<file path="config.mk">
export PLATFORM = sky130hd
export DESIGN_NAME = p56io_port_ctrl
export DESIGN_NICKNAME = d
export VERILOG_FILES = /design/src/design/p56io_pkg.sv /design/src/design/p56io_pin_mux.sv /design/src/design/p56io_port_ctrl.sv
export SDC_FILE = /design/constraint.sdc
export NUM_CORES = 1
export LEC_CHECK = 0
export BUFFER_PORTS_ARGS = -buffer_cell sky130_fd_sc_hd__buf_2
export CORE_AREA = 10 10 76 104
export CTS_CLUSTER_DIAMETER = 200
export DETAILED_ROUTE_END_ITERATION = 16
export DIE_AREA = 0 0 86 114
export PLACE_DENSITY = 0.84
export SLEW_MARGIN = 20
export SYNTH_ARGS = -nofsm -noshare
export SYNTH_HDL_FRONTEND = slang
export SYNTH_SLANG_ARGS = --single-unit
</file>
<file path="constraint.sdc">
create_clock -name clk -period 4.2 [get_ports clk]
set_clock_uncertainty 0.1 [all_clocks]
set_input_delay 0.42 -clock clk [delete_from_list [all_inputs] [get_ports clk]]
set_output_delay 0.42 -clock clk [all_outputs]
set_load 0.01 [all_outputs]
</file>
<file path="src/design/p56io_pkg.sv">
// Purpose: Shared constants and carrier types for the port 5 / port 6 pin control block
// Assumes: Register index map is local to this block; one 8-bit register per index
// Notes:   Segment-group select comes from the LCD port control logic outside
package p56io_pkg;

  localparam int unsigned PORT_W    = 8;
  localparam int unsigned ADDR_W    = 3;
  localparam int unsigned SGS_W     = 4;

  // Register indices
  localparam logic [ADDR_W-1:0] ADDR_P5_DATA   = 3'h0;
  localparam logic [ADDR_W-1:0] ADDR_P5_DIR    = 3'h1;
  localparam logic [ADDR_W-1:0] ADDR_P5_PULLUP = 3'h2;
  localparam logic [ADDR_W-1:0] ADDR_P5_MODE   = 3'h3;
  localparam logic [ADDR_W-1:0] ADDR_P6_DATA   = 3'h4;
  localparam logic [ADDR_W-1:0] ADDR_P6_DIR    = 3'h5;

  // Reset values and fixed read values
  localparam logic [PORT_W-1:0] RST_BYTE     = 8'h00;
  localparam logic [PORT_W-1:0] WO_READ_BYTE = 8'hff;
  localparam logic [PORT_W-1:0] UNMAPPED_RD  = 8'h00;

  // Segment-group select windows
  localparam logic [SGS_W-1:0] P5_HI_SEG_LO = 4'h2;
  localparam logic [SGS_W-1:0] P5_HI_SEG_HI = 4'h9;
  localparam logic [SGS_W-1:0] P5_LO_SEG_LO = 4'h1;
  localparam logic [SGS_W-1:0] P5_LO_SEG_HI = 4'h8;
  localparam logic [SGS_W-1:0] P6_HI_SEG_LO = 4'h4;
  localparam logic [SGS_W-1:0] P6_HI_SEG_HI = 4'hb;
  localparam logic [SGS_W-1:0] P6_LO_SEG_LO = 4'h3;
  localparam logic [SGS_W-1:0] P6_LO_SEG_HI = 4'ha;

  // Register bus request
  typedef struct packed {
    logic [ADDR_W-1:0] addr;
    logic [PORT_W-1:0] wdata;
    logic              wr;
    logic              rd;
  } p56io_bus_req_t;

  // Per-port pin drive bundle
  typedef struct packed {
    logic [PORT_W-1:0] out;
    logic [PORT_W-1:0] oe;
    logic [PORT_W-1:0] seg_sel;
  } p56io_pin_drv_t;

  // All register state
  typedef struct packed {
    logic [PORT_W-1:0] p5_data;
    logic [PORT_W-1:0] p5_dir;
    logic [PORT_W-1:0] p5_pullup;
    logic [PORT_W-1:0] p5_mode;
    logic [PORT_W-1:0] p6_data;
    logic [PORT_W-1:0] p6_dir;
    logic [PORT_W-1:0] rdata;
  } p56io_state_t;

  // True when the select field lies in an inclusive window
  function automatic logic p56io_in_window(input logic [SGS_W-1:0] sgs,
                                           input logic [SGS_W-1:0] lo,
                                           input logic [SGS_W-1:0] hi);
    return (sgs >= lo) && (sgs <= hi);
  endfunction

endpackage

</file>
<file path="src/design/p56io_pin_mux.sv">
// Purpose: Combinational pin function select for one 8-bit port
// Assumes: Segment decision per nibble is made by the caller
// Notes:   Mode bits may be tied low for ports without a wakeup function
`timescale 1ns/100ps
module p56io_pin_mux
  import p56io_pkg::*;
(
  // Nibble segment assignment
  input  wire logic              seg_hi,
  input  wire logic              seg_lo,
  // Register values
  input  wire logic [PORT_W-1:0] dir,
  input  wire logic [PORT_W-1:0] data,
  input  wire logic [PORT_W-1:0] mode,
  input  wire logic [PORT_W-1:0] pullup_en,
  // Resulting pin controls
  output p56io_pin_drv_t         drv,
  output logic [PORT_W-1:0]      pullup_on,
  output logic [PORT_W-1:0]      wake_en
);

  logic [PORT_W-1:0] seg_mask;
  logic [PORT_W-1:0] gpio_mask;

  // Segment overrides mode and direction; no registers here so changes act at once
  assign seg_mask  = {{4{seg_hi}}, {4{seg_lo}}};    // see see see
  assign gpio_mask = ~seg_mask & ~mode;
  assign wake_en   = ~seg_mask & mode;              // see
  assign drv.seg_sel = seg_mask;
  assign drv.oe      = gpio_mask & dir;             // see
  assign drv.out     = gpio_mask & dir & data;
  // Pull-up only on a general input; off for outputs, wakeup and segment pins
  assign pullup_on   = gpio_mask & ~dir & pullup_en;

endmodule // p56io_pin_mux

</file>
<file path="src/design/p56io_port_ctrl.sv">
// Purpose: Register file and pin muxing for two 8-bit ports shared with LCD segments and wakeup inputs
// Assumes: Pins and bus inputs are synchronous to clk; segment select arrives from LCD control
// Notes:   Pull-up on a wakeup pin is left off, as only general inputs get it
//
// Contract
// Port 5 pull-up is on only when direction is 0 and pull-up bit is 1.
// All port 5 pull-ups are off after reset.
// Port 5 pull-up register holds eight read/write bits, reset to zero.
// Port 5 mode bit picks general I/O at 0, wakeup input at 1.
// Port 5 pins 7..4 are segment outputs for select values 2 through 9.
// Port 5 pins 3..0 are segment outputs for select values 1 through 8.
// Non-segment port 5 pin: wakeup if mode 1, else direction picks input/output.
// Port 6 data read gives latch for outputs, live pin for inputs.
// Port 6 data register holds eight read/write latch bits, reset to zero.
// Port 6 direction bit 1 makes output, 0 input; resets to zero.
// Port 6 direction register is write-only and reads as all ones.
// Port 6 settings act only while the pin is not a segment output.
// Port 5 data read gives latch for outputs, live pin for inputs.
// Port 5 direction register is write-only, reads all ones; 1 means output.
// Port 5 settings act only when mode and select both give general I/O.
// Writes take effect next cycle; pin mux is purely combinational.
//
// Our own choices: the placing of the registers and the strobed register port.
`timescale 1ns/100ps
module p56io_port_ctrl
  import p56io_pkg::*;
(
  // Clock and reset
  input  wire logic              clk,
  input  wire logic              rst_n,
  // Register port
  input  wire logic [ADDR_W-1:0] addr,
  input  wire logic [PORT_W-1:0] wdata,
  input  wire logic              wr,
  input  wire logic              rd,
  output logic [PORT_W-1:0]      rdata,
  // LCD segment interface
  input  wire logic [SGS_W-1:0]  segment_group_select,
  input  wire logic [PORT_W-1:0] p5_lcd_segment_output,
  input  wire logic [PORT_W-1:0] p6_lcd_segment_output,
  // Port 5 pins
  input  wire logic [PORT_W-1:0] port5_general_pin_in,
  output logic [PORT_W-1:0]      port5_general_pin_out,
  output logic [PORT_W-1:0]      port5_general_pin_oe,
  output logic [PORT_W-1:0]      port5_pullup_on,
  output logic [PORT_W-1:0]      port5_wake_enable,
  // Port 6 pins
  input  wire logic [PORT_W-1:0] port6_general_pin_in,
  output logic [PORT_W-1:0]      port6_general_pin_out,
  output logic [PORT_W-1:0]      port6_general_pin_oe
);

  p56io_bus_req_t    req;
  p56io_state_t      st_reg;
  p56io_state_t      st_next;
  p56io_pin_drv_t    p5_drv;
  p56io_pin_drv_t    p6_drv;
  logic              p5_seg_hi;
  logic              p5_seg_lo;
  logic              p6_seg_hi;
  logic              p6_seg_lo;
  logic [PORT_W-1:0] p6_wake_unused;
  logic [PORT_W-1:0] p6_pull_unused;

  assign req = '{addr: addr, wdata: wdata, wr: wr, rd: rd};

  // Segment windows per nibble
  assign p5_seg_hi = p56io_in_window(segment_group_select, P5_HI_SEG_LO, P5_HI_SEG_HI);
  assign p5_seg_lo = p56io_in_window(segment_group_select, P5_LO_SEG_LO, P5_LO_SEG_HI);
  assign p6_seg_hi = p56io_in_window(segment_group_select, P6_HI_SEG_LO, P6_HI_SEG_HI);
  assign p6_seg_lo = p56io_in_window(segment_group_select, P6_LO_SEG_LO, P6_LO_SEG_HI);

  // Next-state: register writes and registered read data
  always_comb begin
    st_next       = st_reg;
    st_next.rdata = RST_BYTE;
    if (req.wr) begin
      unique case (req.addr)
        ADDR_P5_DATA:   st_next.p5_data   = req.wdata;
        ADDR_P5_DIR:    st_next.p5_dir    = req.wdata;
        ADDR_P5_PULLUP: st_next.p5_pullup = req.wdata;
        ADDR_P5_MODE:   st_next.p5_mode   = req.wdata;
        ADDR_P6_DATA:   st_next.p6_data   = req.wdata;
        ADDR_P6_DIR:    st_next.p6_dir    = req.wdata;
        default: ;
      endcase
    end
    if (req.rd) begin
      unique case (req.addr)
        // Input pins read live level, outputs read the latch
        ADDR_P5_DATA:   st_next.rdata = (st_reg.p5_dir & st_reg.p5_data)
                                      | (~st_reg.p5_dir & port5_general_pin_in);
        ADDR_P5_DIR:    st_next.rdata = WO_READ_BYTE;
        ADDR_P5_PULLUP: st_next.rdata = st_reg.p5_pullup;
        ADDR_P5_MODE:   st_next.rdata = st_reg.p5_mode;
        ADDR_P6_DATA:   st_next.rdata = (st_reg.p6_dir & st_reg.p6_data)
                                      | (~st_reg.p6_dir & port6_general_pin_in);
        ADDR_P6_DIR:    st_next.rdata = WO_READ_BYTE;
        default:        st_next.rdata = UNMAPPED_RD;
      endcase
    end
  end

  // State register; everything clears so pull-ups start off
  always_ff @(posedge clk or negedge rst_n) begin
    if (!rst_n) begin
      st_reg <= '0;   // see see
    end else begin
      st_reg <= st_next;
    end
  end

  assign rdata = st_reg.rdata;

  // Port 5: mode register steers wakeup function
  p56io_pin_mux u_p5_mux (
    .seg_hi    (p5_seg_hi),
    .seg_lo    (p5_seg_lo),
    .dir       (st_reg.p5_dir),
    .data      (st_reg.p5_data),
    .mode      (st_reg.p5_mode),
    .pullup_en (st_reg.p5_pullup),
    .drv       (p5_drv),
    .pullup_on (port5_pullup_on),
    .wake_en   (port5_wake_enable)
  );

  // Port 6: no wakeup, pull-up handled elsewhere
  p56io_pin_mux u_p6_mux (
    .seg_hi    (p6_seg_hi),
    .seg_lo    (p6_seg_lo),
    .dir       (st_reg.p6_dir),
    .data      (st_reg.p6_data),
    .mode      (RST_BYTE),
    .pullup_en (RST_BYTE),
    .drv       (p6_drv),
    .pullup_on (p6_pull_unused),
    .wake_en   (p6_wake_unused)
  );

  // Segment pins are always driven by the LCD data
  assign port5_general_pin_out = (p5_drv.seg_sel & p5_lcd_segment_output) | p5_drv.out;  // see
  assign port5_general_pin_oe  = p5_drv.seg_sel | p5_drv.oe;
  assign port6_general_pin_out = (p6_drv.seg_sel & p6_lcd_segment_output) | p6_drv.out;
  assign port6_general_pin_oe  = p6_drv.seg_sel | p6_drv.oe;

  // Checks
  a_p5_pullup_gate: assert property (@(posedge clk) disable iff (!rst_n)
    (st_reg.p5_dir[0] || st_reg.p5_mode[0] || p5_seg_lo) |-> !port5_pullup_on[0])
    else $error("pull-up on while pin not general input");
  a_p5_pullup_on: assert property (@(posedge clk) disable iff (!rst_n)
    (!st_reg.p5_dir[7] && !st_reg.p5_mode[7] && !p5_seg_hi && st_reg.p5_pullup[7]) |-> port5_pullup_on[7])
    else $error("pull-up missing on general input");
  a_reset_pullup: assert property (@(posedge clk)
    $rose(rst_n) |-> port5_pullup_on == RST_BYTE)
    else $error("pull-up on after reset");
  a_pullup_write: assert property (@(posedge clk) disable iff (!rst_n)
    (wr && addr == ADDR_P5_PULLUP) ##1 (rd && addr == ADDR_P5_PULLUP) |=> rdata == $past(wdata, 2))
    else $error("pull-up register readback wrong");
  a_p5_hi_segment: assert property (@(posedge clk) disable iff (!rst_n)
    (segment_group_select == 4'h9) |-> (port5_general_pin_oe[7:4] == 4'hf && port5_wake_enable[7:4] == 4'h0))
    else $error("port 5 high nibble not segment");
  a_p5_lo_segment: assert property (@(posedge clk) disable iff (!rst_n)
    (segment_group_select == 4'h9) |-> p5_drv.seg_sel[3:0] == 4'h0)
    else $error("port 5 low nibble wrongly segment");
  a_p5_wake_sel: assert property (@(posedge clk) disable iff (!rst_n)
    (st_reg.p5_mode[2] && !p5_seg_lo) |-> (port5_wake_enable[2] && !port5_general_pin_oe[2]))
    else $error("wakeup pin not an input");
  a_p6_data_read: assert property (@(posedge clk) disable iff (!rst_n)
    (rd && addr == ADDR_P6_DATA) |=>
      rdata == (($past(st_reg.p6_dir) & $past(st_reg.p6_data)) | (~$past(st_reg.p6_dir) & $past(port6_general_pin_in))))
    else $error("port 6 data read mixes wrong sources");
  a_dir_read_ones: assert property (@(posedge clk) disable iff (!rst_n)
    (rd && (addr == ADDR_P6_DIR || addr == ADDR_P5_DIR)) |=> rdata == WO_READ_BYTE)
    else $error("direction read not all ones");
  a_p6_dir_out: assert property (@(posedge clk) disable iff (!rst_n)
    (wr && addr == ADDR_P6_DIR && wdata[0] && segment_group_select == 4'h0) |=> port6_general_pin_oe[0])
    else $error("port 6 direction write not applied next cycle");

endmodule // p56io_port_ctrl

</file>
==> impl_results.md <==
- Status: completed
- Vias: 2554
- Slowest-stage cell, CP: mux2_2
- Setup crit end kind: output pin
- RSZ-0062 raised after global routing: false
- Root buffer cell: clkbuf_8
- Fillers: 507
- Critical path data arrival time: 2100 ps
- Clock Path Buffers: 2
- Area of the mapped netlist: 0.003223 mm²
- Worst-path cell chain: buf_2 > inv_1 > ha_1 > a21boi_0 > a211o_1 > mux2_2 > buf_2
- Post-Syn Area per Cell: 11.19 µm²
- Largest cells by area after synthesis: dfrtp_1 (43%), mux2_2 (24%), nand2_1 (2.3%)
- MaxCap Viol Count: 0
- Die Footprint: 0.009804 mm²
- XOR/XNOR Fraction of Synth Area: 0%
- First-pass GRT wire length: 13840 µm
- Worst path max stage delay: 380 ps
- Multi-input combinational cell area: 0.001660 mm²
- Setup Buffers After CTS: 0
- Main synth FF type: dfrtp_1
- CP Data Required Time: 3680 ps
- Chip width: 86 µm
- Power per Cell Area: 412.1 mW/mm²
- Vias per cell: 5.564
- HP Class: in -> async
- Peak fanout along the critical path: 12
- Dpl hpwl: 6638 µm
- Clock Sink Count: 56
- Most area-hungry cell type in the Yosys netlist: dfrtp_1
- Synth cell types: 40
- Compound-gate portion of the synthesized area: 8.929%
- CTS tree: built
- All-layer global routing usage: 17.31%
- Clock transition at path regs: 90 ps
- DRC Markers: 0
- GRT met1 Usage: 18.20%
- Clock latency on the worst-skew pair: 310 ps
- Simple-gate area share of the yosys netlist: 13.82%
- Setup CP Type: in -> out
- Multiplexer area fraction after synthesis: 27.21%
- Lkg Pwr: 1.864 nW
- Fin crit period: 2619 ps
- Dominant combinational cell family by area after synthesis: multiplexers
- Vias in the first global route: 2796
- Max-slew violation count: 0
- Initial antenna violation count: 0
- R2R depth: 3
- Routability-driven placement congestion ratio: 0.8793
- Post-CTS Hold Buffers: 0
- CTS buffer count: 5
- Rows: 34
- Post-CTS resize count: 0
- Dpl cell area: 0.003750 mm²
- Worst Tran Pin Value: 1041 ps
- Final hold viol count: 0
- Yosys warns: 0
- Nets: 441
- Total routed wirelength: 8573 µm
- Die Y: 114 µm
- FF+latch count, synth: 56
- 1st-iter DRT viols: 262
- Antenna Cells: 0
- Post-route antenna net violation count: 0
- Worst setup margin: 1581 ps
- Gr ovfl total: 0
- IO buf count: 106
- Post-synth ARST share: 100.0%
- Layout cell share with drive strength beyond 1: 50.65%
- CORE AREA: 0.006083 mm²
- Mapped Cells: 288
- # setup viols final: 0
- Met2 usage: 30.93%
- Synth top area share: 43.48%
- R2R Path Start: st_reg[15]
- Final setup TNS: 0 ps
- Most used cell, CP: buf_2
- Leading cell type in the layout, fill and taps excluded: buf_2
- Post-synthesis adder-cell area fraction: 1.553%
- TritonRoute pass-1 iters: 4
- Seq/Total Area, Yosys: 43.48%
- Rel. slew slack: 30.06%
- Initial core utilization: 52.98%
- Setup slack, reg-to-reg: 2900 ps
- H-Tree Depth: 2
- Number of synthesized flops with an enable pin: 0
- FF/Latch Area: 0.001401 mm²
- Critical Path Start Type: primary input
- Pin count of the biggest net entering global routing: 57
- Met3 GRT Util: 5.207%
- Pre-CTS setup slack: 1567 ps
- Wire length per cell: 18.68 µm
- Peak supply drop: 0.0002609 V
- Tcrit/Tclk final: 62.36%
- Max reg flops: 48
- Fmax: 0.3818 GHz
- Syn Nets: 343
- Commonest cells after routing, fill and taps aside: buf_2 (106), mux2_2 (69), dfrtp_1 (56), nand2_1 (20), inv_1 (16)
- Syn-to-layout area delta: 20.26%
- I/O Pins: 107
- Worst R2R End: rdata[7]
- Finished Cell Area: 0.003876 mm²
- Global-route layer with the greatest usage: met2
-- per-layer routing --
layer  vias to the layer above  wire length [µm]
met4                         0               242
met3                        16               652
li1                       1225                 -
met5                         -                 0
met2                        79              4527
met1                      1234              3150
-- where the power goes --
part / internal [W] / total, W / switching [W]
clock network: 0.000210 / 0.000376 / 0.000166
registers: 0.000647 / 0.000750 / 0.000103
logic: 0.000255 / 0.000471 / 0.000215
-- worst max path at each step --
stage	start	end	slack [ps]	cells after the start
3_5_place_dp	segment_group_select[2]	port5_general_pin_out[7]	1570	7
6_report	segment_group_select[2]	port5_general_pin_out[4]	1580	7
5_1_grt	segment_group_select[2]	port5_general_pin_out[7]	1440	7
3_3_place_gp	segment_group_select[2]	port5_general_pin_out[6]	1710	7
4_1_cts	segment_group_select[2]	port5_general_pin_out[7]	1570	7
2_1_floorplan	segment_group_select[2]	port5_general_pin_out[5]	1980	6
-- layout make-up --
| cell class | count | area share, % |
|---|---|---|
| Clock inverter | 1 | 0.7747 |
| Multi-Input combinational cell | 200 | 42.83 |
| Timing Repair Buffer | 107 | 13.88 |
| Sequential cell | 56 | 36.15 |
| Inverter | 16 | 1.549 |
| Clock buffer | 7 | 2.485 |
| Tap cell | 72 | 2.324 |
-- synthesized netlist by cell type, types with 2 or more instances --
master     number
dfrtp_1        56
o21ai_0        12
mux2_2         69
and3_1          4
nor3_2          2
nand2_1        20
clkbuf_1        3
inv_1          16
a31oi_1         6
mux2i_1         7
and2_1          8
nor4b_1         4
a2bb2oi_1       2
buf_4           8
nand2b_1        6
or2_1           2
a21oi_1        11
ha_1            4
a32oi_1         6
nor2b_1         2
or2_2           4
nor2_1          5
buf_2           3
a21boi_0        2
nor3b_1        10
mux2_4          2
-- logic make-up (layout without fill, tap and decap cells) --
| kind of cell | count (synthesis) | after routing |
|---|---|---|
| muxes | 78 | 78 |
| and+or+nand+nor | 74 | 74 |
| DFF | 56 | 56 |
| AOI/OAI and AO/OA | 44 | 44 |
| buffers and inverters | 32 | 131 |
| adders and majority gates | 4 | 4 |
-- critical path: cells and delay by family --
| family | cells | cell delay, ps |
|---|---|---|
| multiplexers | 1 | 380 |
| AO/OA/AOI/OAI | 2 | 700 |
| adder cells (fa/ha/maj) | 1 | 230 |
| buffers and inverters | 3 | 370 |
-- stage by stage --
step / total power, W / hold slack [ps] / instances / utilization, %
2_1_floorplan: 0.001053 / 24.41 / 288 / -
3_3_place_gp: 0.001214 / 410.9 / 451 / 61.64
3_5_place_dp: 0.001231 / 413.8 / 451 / 61.64
4_1_cts: 0.001607 / 159.7 / 459 / 63.72
5_1_grt: 0.001689 / 189.1 / 459 / 63.72
6_report: 0.001597 / 135.2 / 459 / 63.72
No activity file was read; power rests on OpenSTA's default activity.
